===== config.mk =====
export PLATFORM = sky130hd
export DESIGN_NAME = watchdog_timer_unit
export DESIGN_NICKNAME = d
export VERILOG_FILES = /design/src/wdt_pkg.sv /design/src/watchdog_timer_unit.sv /design/src/rc_tick_sync.sv
export SDC_FILE = /design/constraint.sdc
export NUM_CORES = 1
export LEC_CHECK = 0
export BUFFER_PORTS_ARGS = -buffer_cell sky130_fd_sc_hd__buf_4
export CORE_MARGIN = 4
export CORE_UTILIZATION = 55
export DETAILED_ROUTE_END_ITERATION = 6
export PLACE_DENSITY = 0.76
export SLEW_MARGIN = 30
export SYNTH_ARGS = -nofsm -noshare
export SYNTH_HDL_FRONTEND = slang
export SYNTH_SLANG_ARGS = --single-unit
export TNS_END_PERCENT = 100

===== constraint.sdc =====
create_clock -name pclk -period 2.57 [get_ports pclk]
set_clock_uncertainty 0.05 [all_clocks]
set_input_delay 0 -clock pclk [delete_from_list [all_inputs] [get_ports pclk]]
set_output_delay 0 -clock pclk [all_outputs]
set_load 0.005 [all_outputs]

===== src/wdt_pkg.sv =====
// Purpose: shared constants and carrier types for the watchdog timer unit
// Assumes: 32-bit apb, byte addresses, one clock pclk at 50 MHz
// Notes:   offsets are byte addresses of aligned words
package wdt_pkg;

  // register offsets
  localparam logic [7:0] CTRL_OFS = 8'h00;
  localparam logic [7:0] TA_OFS   = 8'h04;
  localparam logic [7:0] EIE_OFS  = 8'h08;
  localparam logic [7:0] GIE_OFS  = 8'h0C;
  localparam logic [7:0] STAT_OFS = 8'h10;

  // watchdog_control field positions
  localparam int RUN_BIT     = 7;
  localparam int SEL_HI_BIT  = 5;
  localparam int SEL_LO_BIT  = 4;
  localparam int TOF_BIT     = 3;
  localparam int RCF_BIT     = 2;
  localparam int RSTEN_BIT   = 1;
  localparam int RESTART_BIT = 0;

  // other field positions
  localparam int EIE_WD_BIT  = 4;
  localparam int GIE_BIT     = 0;
  localparam int SRC_BIT     = 7;
  localparam int CLEARED_BIT = 1;
  localparam int WAITING_BIT = 0;
  localparam int UNLOCK_BIT  = 0;

  // reset values
  localparam logic [1:0] SEL_RESET   = 2'h0;
  localparam logic [7:0] CTRL_RESET  = 8'h00;

  // timed access keys
  localparam logic [7:0] TA_KEY1 = 8'hAA;
  localparam logic [7:0] TA_KEY2 = 8'h55;

  // timing counts
  localparam int          CNT_W         = 27;
  localparam int unsigned INT_CLKS_0    = 131072;
  localparam int unsigned INT_CLKS_1    = 1048576;
  localparam int unsigned INT_CLKS_2    = 8388608;
  localparam int unsigned INT_CLKS_3    = 67108864;
  localparam logic [8:0]  POST_LAST     = 9'h1FF;
  localparam int          CLKS_PER_MCYC = 4;
  localparam int          RST_MCYC      = 2;
  localparam logic [3:0]  RST_HOLD_LAST = 4'(CLKS_PER_MCYC * RST_MCYC - 1);

  typedef enum logic [1:0] {TA_LOCKED, TA_KEY1_SEEN, TA_OPEN} ta_state_t;

  typedef struct packed {
    logic        psel;
    logic        penable;
    logic        pwrite;
    logic [7:0]  paddr;
    logic [31:0] pwdata;
  } apb_req_t;

  typedef struct packed {
    logic [31:0] prdata;
    logic        pready;
    logic        pslverr;
  } apb_rsp_t;

endpackage


===== src/watchdog_timer_unit.sv =====
// Purpose: watchdog timer with timed-access control over apb
// Assumes: presetn is the power-on reset; power_fail is a one-cycle pulse
// Notes:   watchdog clock is pclk or the rc oscillator, chosen by a strap
//
// Overview of operation
// - bits 5:4 of watchdog_control choose the time-out interval
// - codes 0..3 give 2^17, 2^20, 2^23, 2^26 watchdog clocks
// - reaching the interval sets the time-out flag, bit 3
// - with bit 1 set, reset follows 512 clocks after unanswered time-out
// - watchdog reset lasts two machine cycles and sets cause flag bit 2
// - writing 1 to bit 0 zeroes the counter; bit then self-clears
// - interrupt needs time-out flag, enable bit 4 and global enable
// - time-out flag cleared by software write or by any reset
// - cause flag held until software, power-on or power-fail clears it
// - reset enable low stops only resets; counting and flags continue
// - power-on or power-fail disables; watchdog reset keeps it running
// - without interrupt or reset it is a free-running periodic timer
// - interval select resets to the shortest interval
// - protected bits accept writes only after the unlock sequence
// - run bit 7 lets the counter advance
// - strap bit picks rc oscillator or cpu clock for the counter
// - restart bit clears only once the counter is non-zero
// - wake from power-down only when clocked from the rc oscillator
`timescale 1ns/1ps
module watchdog_timer_unit
  import wdt_pkg::*;
#(
  parameter int unsigned TO_CLKS_0 = INT_CLKS_0,
  parameter int unsigned TO_CLKS_1 = INT_CLKS_1,
  parameter int unsigned TO_CLKS_2 = INT_CLKS_2,
  parameter int unsigned TO_CLKS_3 = INT_CLKS_3
)
(
  // clock and reset
  input  wire logic pclk,
  input  wire logic presetn,
  // register bus
  input  apb_req_t  apb_i,
  output apb_rsp_t  apb_o,
  // clock source and power
  input  wire logic rc_clk,
  input  wire logic clk_src_rc,
  input  wire logic power_fail,
  input  wire logic power_down,
  // outputs
  output logic      irq,
  output logic      sys_reset,
  output logic      wake
);

  typedef struct packed {
    logic             run;
    logic [1:0]       sel;
    logic             tof;
    logic             rcf;
    logic             rsten;
    logic             restart;
    logic             eie_wd;
    logic             gie;
    logic             src_rc;
    logic             src_cap;
    ta_state_t        ta;
    logic [CNT_W-1:0] cnt;
    logic             cleared;
    logic             waiting;
    logic [8:0]       post;
    logic [3:0]       rst_cnt;
    logic             sys_reset;
    logic             irq;
    logic             wake;
    apb_rsp_t         rsp;
  } wd_state_t;

  wd_state_t        s_r;
  wd_state_t        s_nxt;
  logic             rc_tick;
  logic             wd_tick;
  logic             access;
  logic             wr;
  logic             mapped;
  logic             unlocked;
  logic [CNT_W-1:0] limit;
  logic [31:0]      rd_val;

  rc_tick_sync u_rc_tick (
    .pclk    (pclk),
    .presetn (presetn),
    .rc_clk  (rc_clk),
    .tick    (rc_tick)
  );

  assign wd_tick  = s_r.src_rc ? rc_tick : 1'b1;
  assign access   = apb_i.psel & apb_i.penable & ~s_r.rsp.pready;
  assign wr       = access & apb_i.pwrite;
  assign unlocked = (s_r.ta == TA_OPEN);
  assign mapped   = (apb_i.paddr == CTRL_OFS) | (apb_i.paddr == TA_OFS) |
                    (apb_i.paddr == EIE_OFS) | (apb_i.paddr == GIE_OFS) |
                    (apb_i.paddr == STAT_OFS);

  always_comb begin
    unique case (s_r.sel)
      2'h0: limit = CNT_W'(TO_CLKS_0 - 1);
      2'h1: limit = CNT_W'(TO_CLKS_1 - 1);
      2'h2: limit = CNT_W'(TO_CLKS_2 - 1);
      2'h3: limit = CNT_W'(TO_CLKS_3 - 1);
    endcase
  end

  always_comb begin
    rd_val = 32'h0000_0000;
    unique case (apb_i.paddr)
      CTRL_OFS: rd_val = {24'h000000, s_r.run, 1'b0, s_r.sel, s_r.tof,
                          s_r.rcf, s_r.rsten, s_r.restart};
      TA_OFS:   rd_val[UNLOCK_BIT] = unlocked;
      EIE_OFS:  rd_val[EIE_WD_BIT] = s_r.eie_wd;
      GIE_OFS:  rd_val[GIE_BIT] = s_r.gie;
      STAT_OFS: begin
        rd_val[SRC_BIT]     = s_r.src_rc;
        rd_val[CLEARED_BIT] = s_r.cleared;
        rd_val[WAITING_BIT] = s_r.waiting;
      end
      default:  rd_val = 32'h0000_0000;
    endcase
  end

  always_comb begin
    s_nxt = s_r;
    s_nxt.rsp.pready  = access;
    s_nxt.rsp.pslverr = access & ~mapped;
    s_nxt.rsp.prdata  = (access & ~apb_i.pwrite & mapped) ? rd_val : 32'h0000_0000;

    // strap caught once after reset release
    if (!s_r.src_cap) begin
      s_nxt.src_cap = 1'b1;
      s_nxt.src_rc  = clk_src_rc;
    end

    // unlock sequence, consumed by any other write
    if (wr && apb_i.paddr == TA_OFS) begin
      if (apb_i.pwdata[7:0] == TA_KEY1) begin
        s_nxt.ta = TA_KEY1_SEEN;
      end else if (s_r.ta == TA_KEY1_SEEN && apb_i.pwdata[7:0] == TA_KEY2) begin
        s_nxt.ta = TA_OPEN;
      end else begin
        s_nxt.ta = TA_LOCKED;
      end
    end else if (wr) begin
      s_nxt.ta = TA_LOCKED;
    end

    if (wr && apb_i.paddr == CTRL_OFS) begin
      if (unlocked) begin
        s_nxt.run   = apb_i.pwdata[RUN_BIT];
        s_nxt.sel   = apb_i.pwdata[SEL_HI_BIT:SEL_LO_BIT];
        s_nxt.rsten = apb_i.pwdata[RSTEN_BIT];
        s_nxt.tof   = apb_i.pwdata[TOF_BIT];
        if (apb_i.pwdata[RESTART_BIT]) begin
          s_nxt.restart = 1'b1;
          s_nxt.cleared = 1'b0;
        end
      end
      if (!apb_i.pwdata[RCF_BIT]) begin
        s_nxt.rcf = 1'b0;
      end
    end
    if (wr && apb_i.paddr == EIE_OFS) begin
      s_nxt.eie_wd = apb_i.pwdata[EIE_WD_BIT];
    end
    if (wr && apb_i.paddr == GIE_OFS) begin
      s_nxt.gie = apb_i.pwdata[GIE_BIT];
    end

    // completion seen back in the bus domain
    if (s_r.restart && s_r.cleared && s_r.cnt != '0) begin
      s_nxt.restart = 1'b0;
      s_nxt.cleared = 1'b0;
    end

    if (s_r.sys_reset) begin
      if (s_r.rst_cnt == 4'h0) begin
        s_nxt.sys_reset = 1'b0;
      end else begin
        s_nxt.rst_cnt = s_r.rst_cnt - 4'h1;
      end
    end else if (wd_tick) begin
      if (s_r.restart && !s_r.cleared) begin
        // request taken on a watchdog tick
        s_nxt.cnt     = '0;
        s_nxt.cleared = 1'b1;
        s_nxt.waiting = 1'b0;
        s_nxt.post    = 9'h000;
      end else if (s_r.run) begin
        s_nxt.cnt = s_r.cnt + CNT_W'(1);
        if (s_r.waiting) begin
          s_nxt.post = s_r.post + 9'h001;
          if (s_r.post == POST_LAST) begin
            s_nxt.waiting = 1'b0;
            s_nxt.post    = 9'h000;
            if (s_r.rsten) begin
              s_nxt.sys_reset = 1'b1;
              s_nxt.rst_cnt   = RST_HOLD_LAST;
              s_nxt.rcf       = 1'b1;
              s_nxt.tof       = 1'b0;
              s_nxt.cnt       = '0;
              s_nxt.restart   = 1'b0;
              s_nxt.cleared   = 1'b0;
              s_nxt.ta        = TA_LOCKED;
            end
          end
        end
        if (s_r.cnt >= limit && !s_nxt.sys_reset) begin
          s_nxt.cnt     = '0;
          s_nxt.tof     = 1'b1;
          s_nxt.waiting = 1'b1;
          s_nxt.post    = 9'h000;
        end
      end
    end

    if (power_fail) begin
      s_nxt.run     = 1'b0;
      s_nxt.rsten   = 1'b0;
      s_nxt.sel     = SEL_RESET;
      s_nxt.tof     = 1'b0;
      s_nxt.rcf     = 1'b0;
      s_nxt.restart = 1'b0;
      s_nxt.cleared = 1'b0;
      s_nxt.cnt     = '0;
      s_nxt.waiting = 1'b0;
      s_nxt.post    = 9'h000;
      s_nxt.ta      = TA_LOCKED;
    end

    s_nxt.irq  = s_nxt.tof & s_nxt.eie_wd & s_nxt.gie;
    s_nxt.wake = s_nxt.tof & s_nxt.src_rc & power_down;
  end

  always_ff @(posedge pclk or negedge presetn) begin
    if (!presetn) begin
      s_r     <= '0;
      s_r.sel <= SEL_RESET;
      s_r.ta  <= TA_LOCKED;
    end else begin
      s_r <= s_nxt;
    end
  end

  assign apb_o     = s_r.rsp;
  assign irq       = s_r.irq;
  assign sys_reset = s_r.sys_reset;
  assign wake      = s_r.wake;
endmodule


===== src/rc_tick_sync.sv =====
// Purpose: bring the rc oscillator into pclk and mark each rising edge
// Assumes: rc_clk well below half the pclk rate
// Notes:   tick is a one-cycle pulse, three pclk edges after the rc edge
`timescale 1ns/1ps
module rc_tick_sync
  import wdt_pkg::*;
(
  // clock and reset
  input  wire logic pclk,
  input  wire logic presetn,
  // oscillator in, tick out
  input  wire logic rc_clk,
  output logic      tick
);

  typedef struct packed {
    logic meta;
    logic sync;
    logic prev;
    logic tick;
  } sync_state_t;

  sync_state_t s_r;
  sync_state_t s_nxt;

  always_comb begin
    s_nxt      = s_r;
    s_nxt.meta = rc_clk;
    s_nxt.sync = s_r.meta;
    s_nxt.prev = s_r.sync;
    s_nxt.tick = s_r.sync & ~s_r.prev;
  end

  always_ff @(posedge pclk or negedge presetn) begin
    if (!presetn) begin
      s_r <= '0;
    end else begin
      s_r <= s_nxt;
    end
  end

  assign tick = s_r.tick;

endmodule


# Word-level counts from Yosys, hierarchy flattened
# Index checks and enable logic that the tools add are counted.
# classes
reduce_logical	29
order_cmp	1
eq_ne	15
add_sub_neg	3
mux	62
bitwise_logic	19
# op_table
cell	count
$mux 45	8
$pmux 27 s4	1
$mux 40	2
$mux 38	1
$mux 2	15
$mux 30	1
$add 27x1->27 const B	1
$ge 27x27->1	1
$mux 27	1
$reduce_bool 27->1	1
$mux 1	20
$eq 8x4->1 const B	2
$reduce_bool 2->1	8
$mux 5	3
$mux 7	2
$and 1x1->1	11
$mux 10	1
$add 9x1->9 const B	1
$eq 9x9->1 const B	1
$logic_and 1x1->1	9
$eq 8x3->1 const B	1
$eq 8x5->1 const B	1
$eq 8x7->1 const B	1
$eq 8x8->1 const B	1
other kinds (20)	35
# totals
reg_bits	72
inputBits	49
wordCells	155

# Longest topological paths before layout
# logic_depth
depth_word	23
depth_mapped	11
ltp_nobuf	9

# By module
# A second synthesis with hierarchy kept.
# hier_totals
cells_unflattened	456
area_unflattened_um2	4255.3
# by_module_without_submodules
module	n_inst	area_each_um2	cells_per_inst
watchdog_timer_unit	1	4141.5	451
rc_tick_sync	1	113.9	5

# Least setup slack after synthesis
# Ideal clock, no wire load.
# synth_timing
path_kind	reg2reg
start	register s_r[41] (netlist bit)
end	register s_r[68] (netlist bit)
stages_incl_launch_ff	12
path_slack_ps	189
arrival_time_ps	2252
setup_time_ps	79
n_path_buf	2
path_cell_list	dfrtp_1 > ha_1 > nand3_1 > nor2_1 > and3_1 > ha_1 > and3_1 > nor3_2 > clkbuf_8 > clkbuf_1 > a41oi_1 > mux2i_1
# synth_between
elab_chain_cells	15
# synth_rtl
item	line_no	text
start: declaration	watchdog_timer_unit.sv:74	wd_state_t s_r;
start signal: assignment	watchdog_timer_unit.sv:244	s_r <= s_nxt;
$eq 9x9->1 *	watchdog_timer_unit.sv:196	if (s_r.post == POST_LAST) begin
$mux 45 *	watchdog_timer_unit.sv:196	
$mux 45 *	watchdog_timer_unit.sv:194	if (s_r.waiting) begin
$mux 45 *	watchdog_timer_unit.sv:192	end else if (s_r.run) begin
$mux 45 *	watchdog_timer_unit.sv:186	if (s_r.restart && !s_r.cleared) begin
$mux 45 *	watchdog_timer_unit.sv:185	end else if (wd_tick) begin
$mux 45 *	watchdog_timer_unit.sv:179	if (s_r.sys_reset) begin
$logic_not 1->1	watchdog_timer_unit.sv:211	if (s_r.cnt >= limit && !s_nxt.sys_reset) begin
$logic_and 1x1->1	watchdog_timer_unit.sv:211	
$mux 27 *	watchdog_timer_unit.sv:211	
$mux 45 *	watchdog_timer_unit.sv:192	
$mux 38 *	watchdog_timer_unit.sv:186	
$mux 45 *	watchdog_timer_unit.sv:185	
$mux 40 *	watchdog_timer_unit.sv:179	
$mux 40 *	watchdog_timer_unit.sv:220	if (power_fail) begin
# Every way passes the cells marked *; elsewhere a longest branch is shown, timed or not. The select of a mux whose other input is x is not followed.
# A chain may end at the register's enable or synchronous reset.

# Final worst setup path
# layout_timing
start	register s_r[52] (netlist bit)
end	register s_r[76] (netlist bit)
# layout_between
elab_chain_cells	14
# layout_rtl
item	line_no	text
$add 27x1->27	watchdog_timer_unit.sv:193	s_nxt.cnt = s_r.cnt + CNT_W'(1);
$mux 30	watchdog_timer_unit.sv:199	if (s_r.rsten) begin
$mux 45	watchdog_timer_unit.sv:196	
$mux 45	watchdog_timer_unit.sv:194	
$mux 45	watchdog_timer_unit.sv:192	
$mux 45	watchdog_timer_unit.sv:186	
$mux 45	watchdog_timer_unit.sv:185	
$mux 45	watchdog_timer_unit.sv:179	
$mux 27 *	watchdog_timer_unit.sv:211	
$mux 45 *	watchdog_timer_unit.sv:192	
$mux 38 *	watchdog_timer_unit.sv:186	
$mux 45 *	watchdog_timer_unit.sv:185	
$mux 40 *	watchdog_timer_unit.sv:179	
$mux 40 *	watchdog_timer_unit.sv:220	
# Marks and branches as above.

==> summary.txt <==
Worst Setup End Kind = flip-flop
Comb power frac = 7.0%
CP Data Required Time = 2.76 ns
Final wirelength = 11560 um
Routability Congestion = 0.9002
Clk buf depth = 2
Netlist cell types = 69
Hold path start = apb_i[38]
WHS Path Cells = 4
Initial Util = 56.61%
Detail Route Antenna Nets = 0
Worst-skew pair later-pin latency = 0.36 ns
Global-route usage over all layers = 23.89%
# Post-CTS Setup Buffers = 0
Kind of critical path = flip-flop to flip-flop
Period minus WS final = 2.412 ns
Initial antenna violation count = 0
Min-Delay Path Class = input port to flip-flop
Peak supply drop = 0.2483 mV
Synth Area per Inst = 9.130 um2
Nets@finish = 629
Hold EP = apb_o[0]$_DFF_PN0_
Core Box Area = 8258 um2
Post-synthesis mux area share = 4.309%
First-pass GRT wire length = 19310 um
Post-synth EDFFs = 0
Die Span Y = 100.2 um
Pre-antenna DRT Iters = 5
Switching part of the total power = 23.91%
Iteration-0 DRC Markers = 271
Reg2reg path depth = 6
Slowest stage delay, CP = 0.56 ns
Worst-Margin Slew = 0.6520 ns
Rel. slew slack = 56.53%
Cell row count = 33
Crit. path cell count = 6
Io pins = 86
R2r setup slk = 0.16 ns
Critical path, cell by cell = ha_1 > nand3_2 > or4_4 > or4_4 > a41oi_2 > mux2i_1
Worst r2r src = s_r[52]$_DFFE_PN0P_
Reg power frac = 49.6%
Final period util = 93.86%
Clk slew on worst S/H paths = 0.08 ns
Clk sinks = 71
Crit path max fanout = 7
CTS root buf = clkbuf_8
CP max-delay cell = or4_4
Delay-heaviest family, CP = simple AND/OR/NAND/NOR gates
Clk pwr share = 43.4%
Synth Area in Adders = 4.015%
IO Port Bufs = 36
Max-slew violation count = 0
ANT cells = 0
Largest net degree at the start of global routing = 72
Status = complete, no violations
Compound-Gate Fraction of Synth Area = 13.41%
Vias in the first global route = 3998
Maximum clock frequency = 0.4146 GHz
Leak = 2.330 nW
Worst R2R End = s_r[76]$_DFFE_PN0P_
Largest family of logic cells by synthesized area = simple AND/OR/NAND/NOR gates
Pint = 1.732 mW
Pwr per Cell Area = 422.6 nW/um2
Max Cap Viol = 0
Most common cell on crit path = or4_4
Synth Area in XOR/XNOR = 0.3747%
# DRC = 0
WP data arrival = 2.60 ns
CTS tree = done
Die X-Extent = 100.2 um
Synthesized area = 4674 um2
Dpl hpwl = 7743 um
Number of synthesized register bits = 71
Share of post-route cells with drive strength above 1 = 15.29%
# setup viols final = 0
Global route total overflow = 0
NetSw = 0.5443 mW
H-tree lvl count = 3
Hold_ws = 0.07553 ns
CP bufs+invs = 0
Critical path launch point type = flip-flop
RSZ-0062 raised after global routing = false
Via count = 4197
Post-synthesis sequential area ratio = 38.01%
Simple-gate portion of the synthesized area = 27.36%
Synth Flop Type = dfrtp_1
Sum Neg Setup Slack = 0 ns
Syn-to-layout area delta = 15.23%
Async S/R FF share, synth = 100.0%
Via density per instance = 6.227
Yosys warns = 0
Final Hold Fails = 0
Synthesized netlist cell count = 512
DIE AREA = 10040 um2
Inserted Clock Buffers = 9
Wire per inst = 17.15 um
## worst register-to-register path, delay by kind of cell (launching register included)
kind | cells | cell delay [ns]
adders and majority gates | 1 | 0.28
and+or+nand+nor | 3 | 1.20
AOI/OAI and AO/OA | 1 | 0.20
muxes | 1 | 0.11
DFF | 1 | 0.45
## power by group through the flow
| stage | clock network (mW) | registers, mW | logic, mW |
|---|---|---|---|
| after CTS | 0.996 | 1.13 | 0.156 |
| after floorplan | 0 | 1.15 | 0.0889 |
| after detailed placement | 0 | 1.15 | 0.132 |
| final | 0.988 | 1.13 | 0.160 |
| after global placement | 0 | 1.15 | 0.129 |
| after global routing | 1.04 | 1.13 | 0.174 |
## routing by layer
layer	vias up	GRT usage (%)	part of all wire [%]
li1	1954	-	-
met1	2055	32.17	43
met2	170	38.94	49
met3	18	3.614	6.5
met4	0	9.223	1.9
met5	-	0	0
## final cells by class
class                           instances  area [um2]
Clock buffer                            9       123.9
Clock inverter                          6       86.33
Fill cell                             667        2872
Inverter                               28       105.1
Multi-Input combinational cell        374        2465
Sequential cell                        71        1777
Tap cell                              105       131.4
Timing Repair Buffer                   81       698.2
## timing repair
action                                  in CTS  in global routing
endpoints found under the setup margin       0                 14
resized for setup                            0                  6
hold buffers                                28                  0
hold endpoints to repair                    90                  0
## stage by stage
step           setup WS (ns)  util [%]  total power [mW]  cell area, um2  cells
3_3_place_gp          0.1669     58.85             1.279            4860    631
5_1_grt              0.02464     65.23             2.345            5386    674
4_1_cts              0.03569     64.79             2.281            5350    674
6_report              0.1577     65.23             2.276            5386    674
3_5_place_dp          0.1026     58.85             1.283            4860    631
2_1_floorplan         0.1890         -             1.239            4765    536
## worst max-delay path by stage
stage                        start                   to
2_1_floorplan  s_r[41]$_DFFE_PN0P_  s_r[68]$_DFFE_PN0P_
3_3_place_gp   s_r[41]$_DFFE_PN0P_  s_r[45]$_DFFE_PN0P_
3_5_place_dp   s_r[41]$_DFFE_PN0P_  s_r[67]$_DFFE_PN0P_
4_1_cts        s_r[41]$_DFFE_PN0P_  s_r[78]$_DFFE_PN0P_
5_1_grt        s_r[41]$_DFFE_PN0P_  s_r[64]$_DFFE_PN0P_
6_report       s_r[52]$_DFFE_PN0P_  s_r[76]$_DFFE_PN0P_
## registers in the layout (all words and copies together), names as in the netlist
signal and flops:
s_r 55, sys_reset 1, u_rc_tick.s_r 1, irq 1
wake 1, u_rc_tick.tick 1, apb_o 9, u_rc_tick.s_nxt 2
## synth_stat cells (all sizes together), types with 15 or more instances
library cell | n | share of area, %
nand2 | 43 | 3.5
nand4 | 35 | 5.0
buf | 43 | 7.1
ha | 15 | 4.0
nor2 | 30 | 2.4
a21oi | 20 | 2.2
dfrtp | 71 | 38
nand3 | 30 | 3.3
inv | 27 | 2.2
clkbuf | 20 | 3.0
mux2i | 19 | 4.1
a41oi | 15 | 3.0
## placed cells by master, fill, tap and decap left out, types with 5 or more instances in the layout
master,count
nor2b_1,6
conb_1,26
mux2i_1,19
clkbuf_8,9
nor2_1,30
nand3_1,28
dlygate4sd3_1,28
nand4_1,34
a41oi_1,14
dfrtp_1,71
nand2_1,43
and2_1,8
a21oi_1,19
nor4b_1,5
nor3_1,11
or3_1,7
and4_1,6
ha_1,15
nor4_1,11
buf_4,50
and3_1,7
o221ai_1,6
inv_1,26
## logic make-up after synthesis
family,Yosys count
AND/OR/NAND/NOR,225
buffers and inverters,91
AO/OA/AOI/OAI,86
flip-flops,71
multiplexers,20
adder cells (fa/ha/maj),15
other,2
XOR/XNOR,2
No activity file was read; power rests on OpenSTA's default activity.
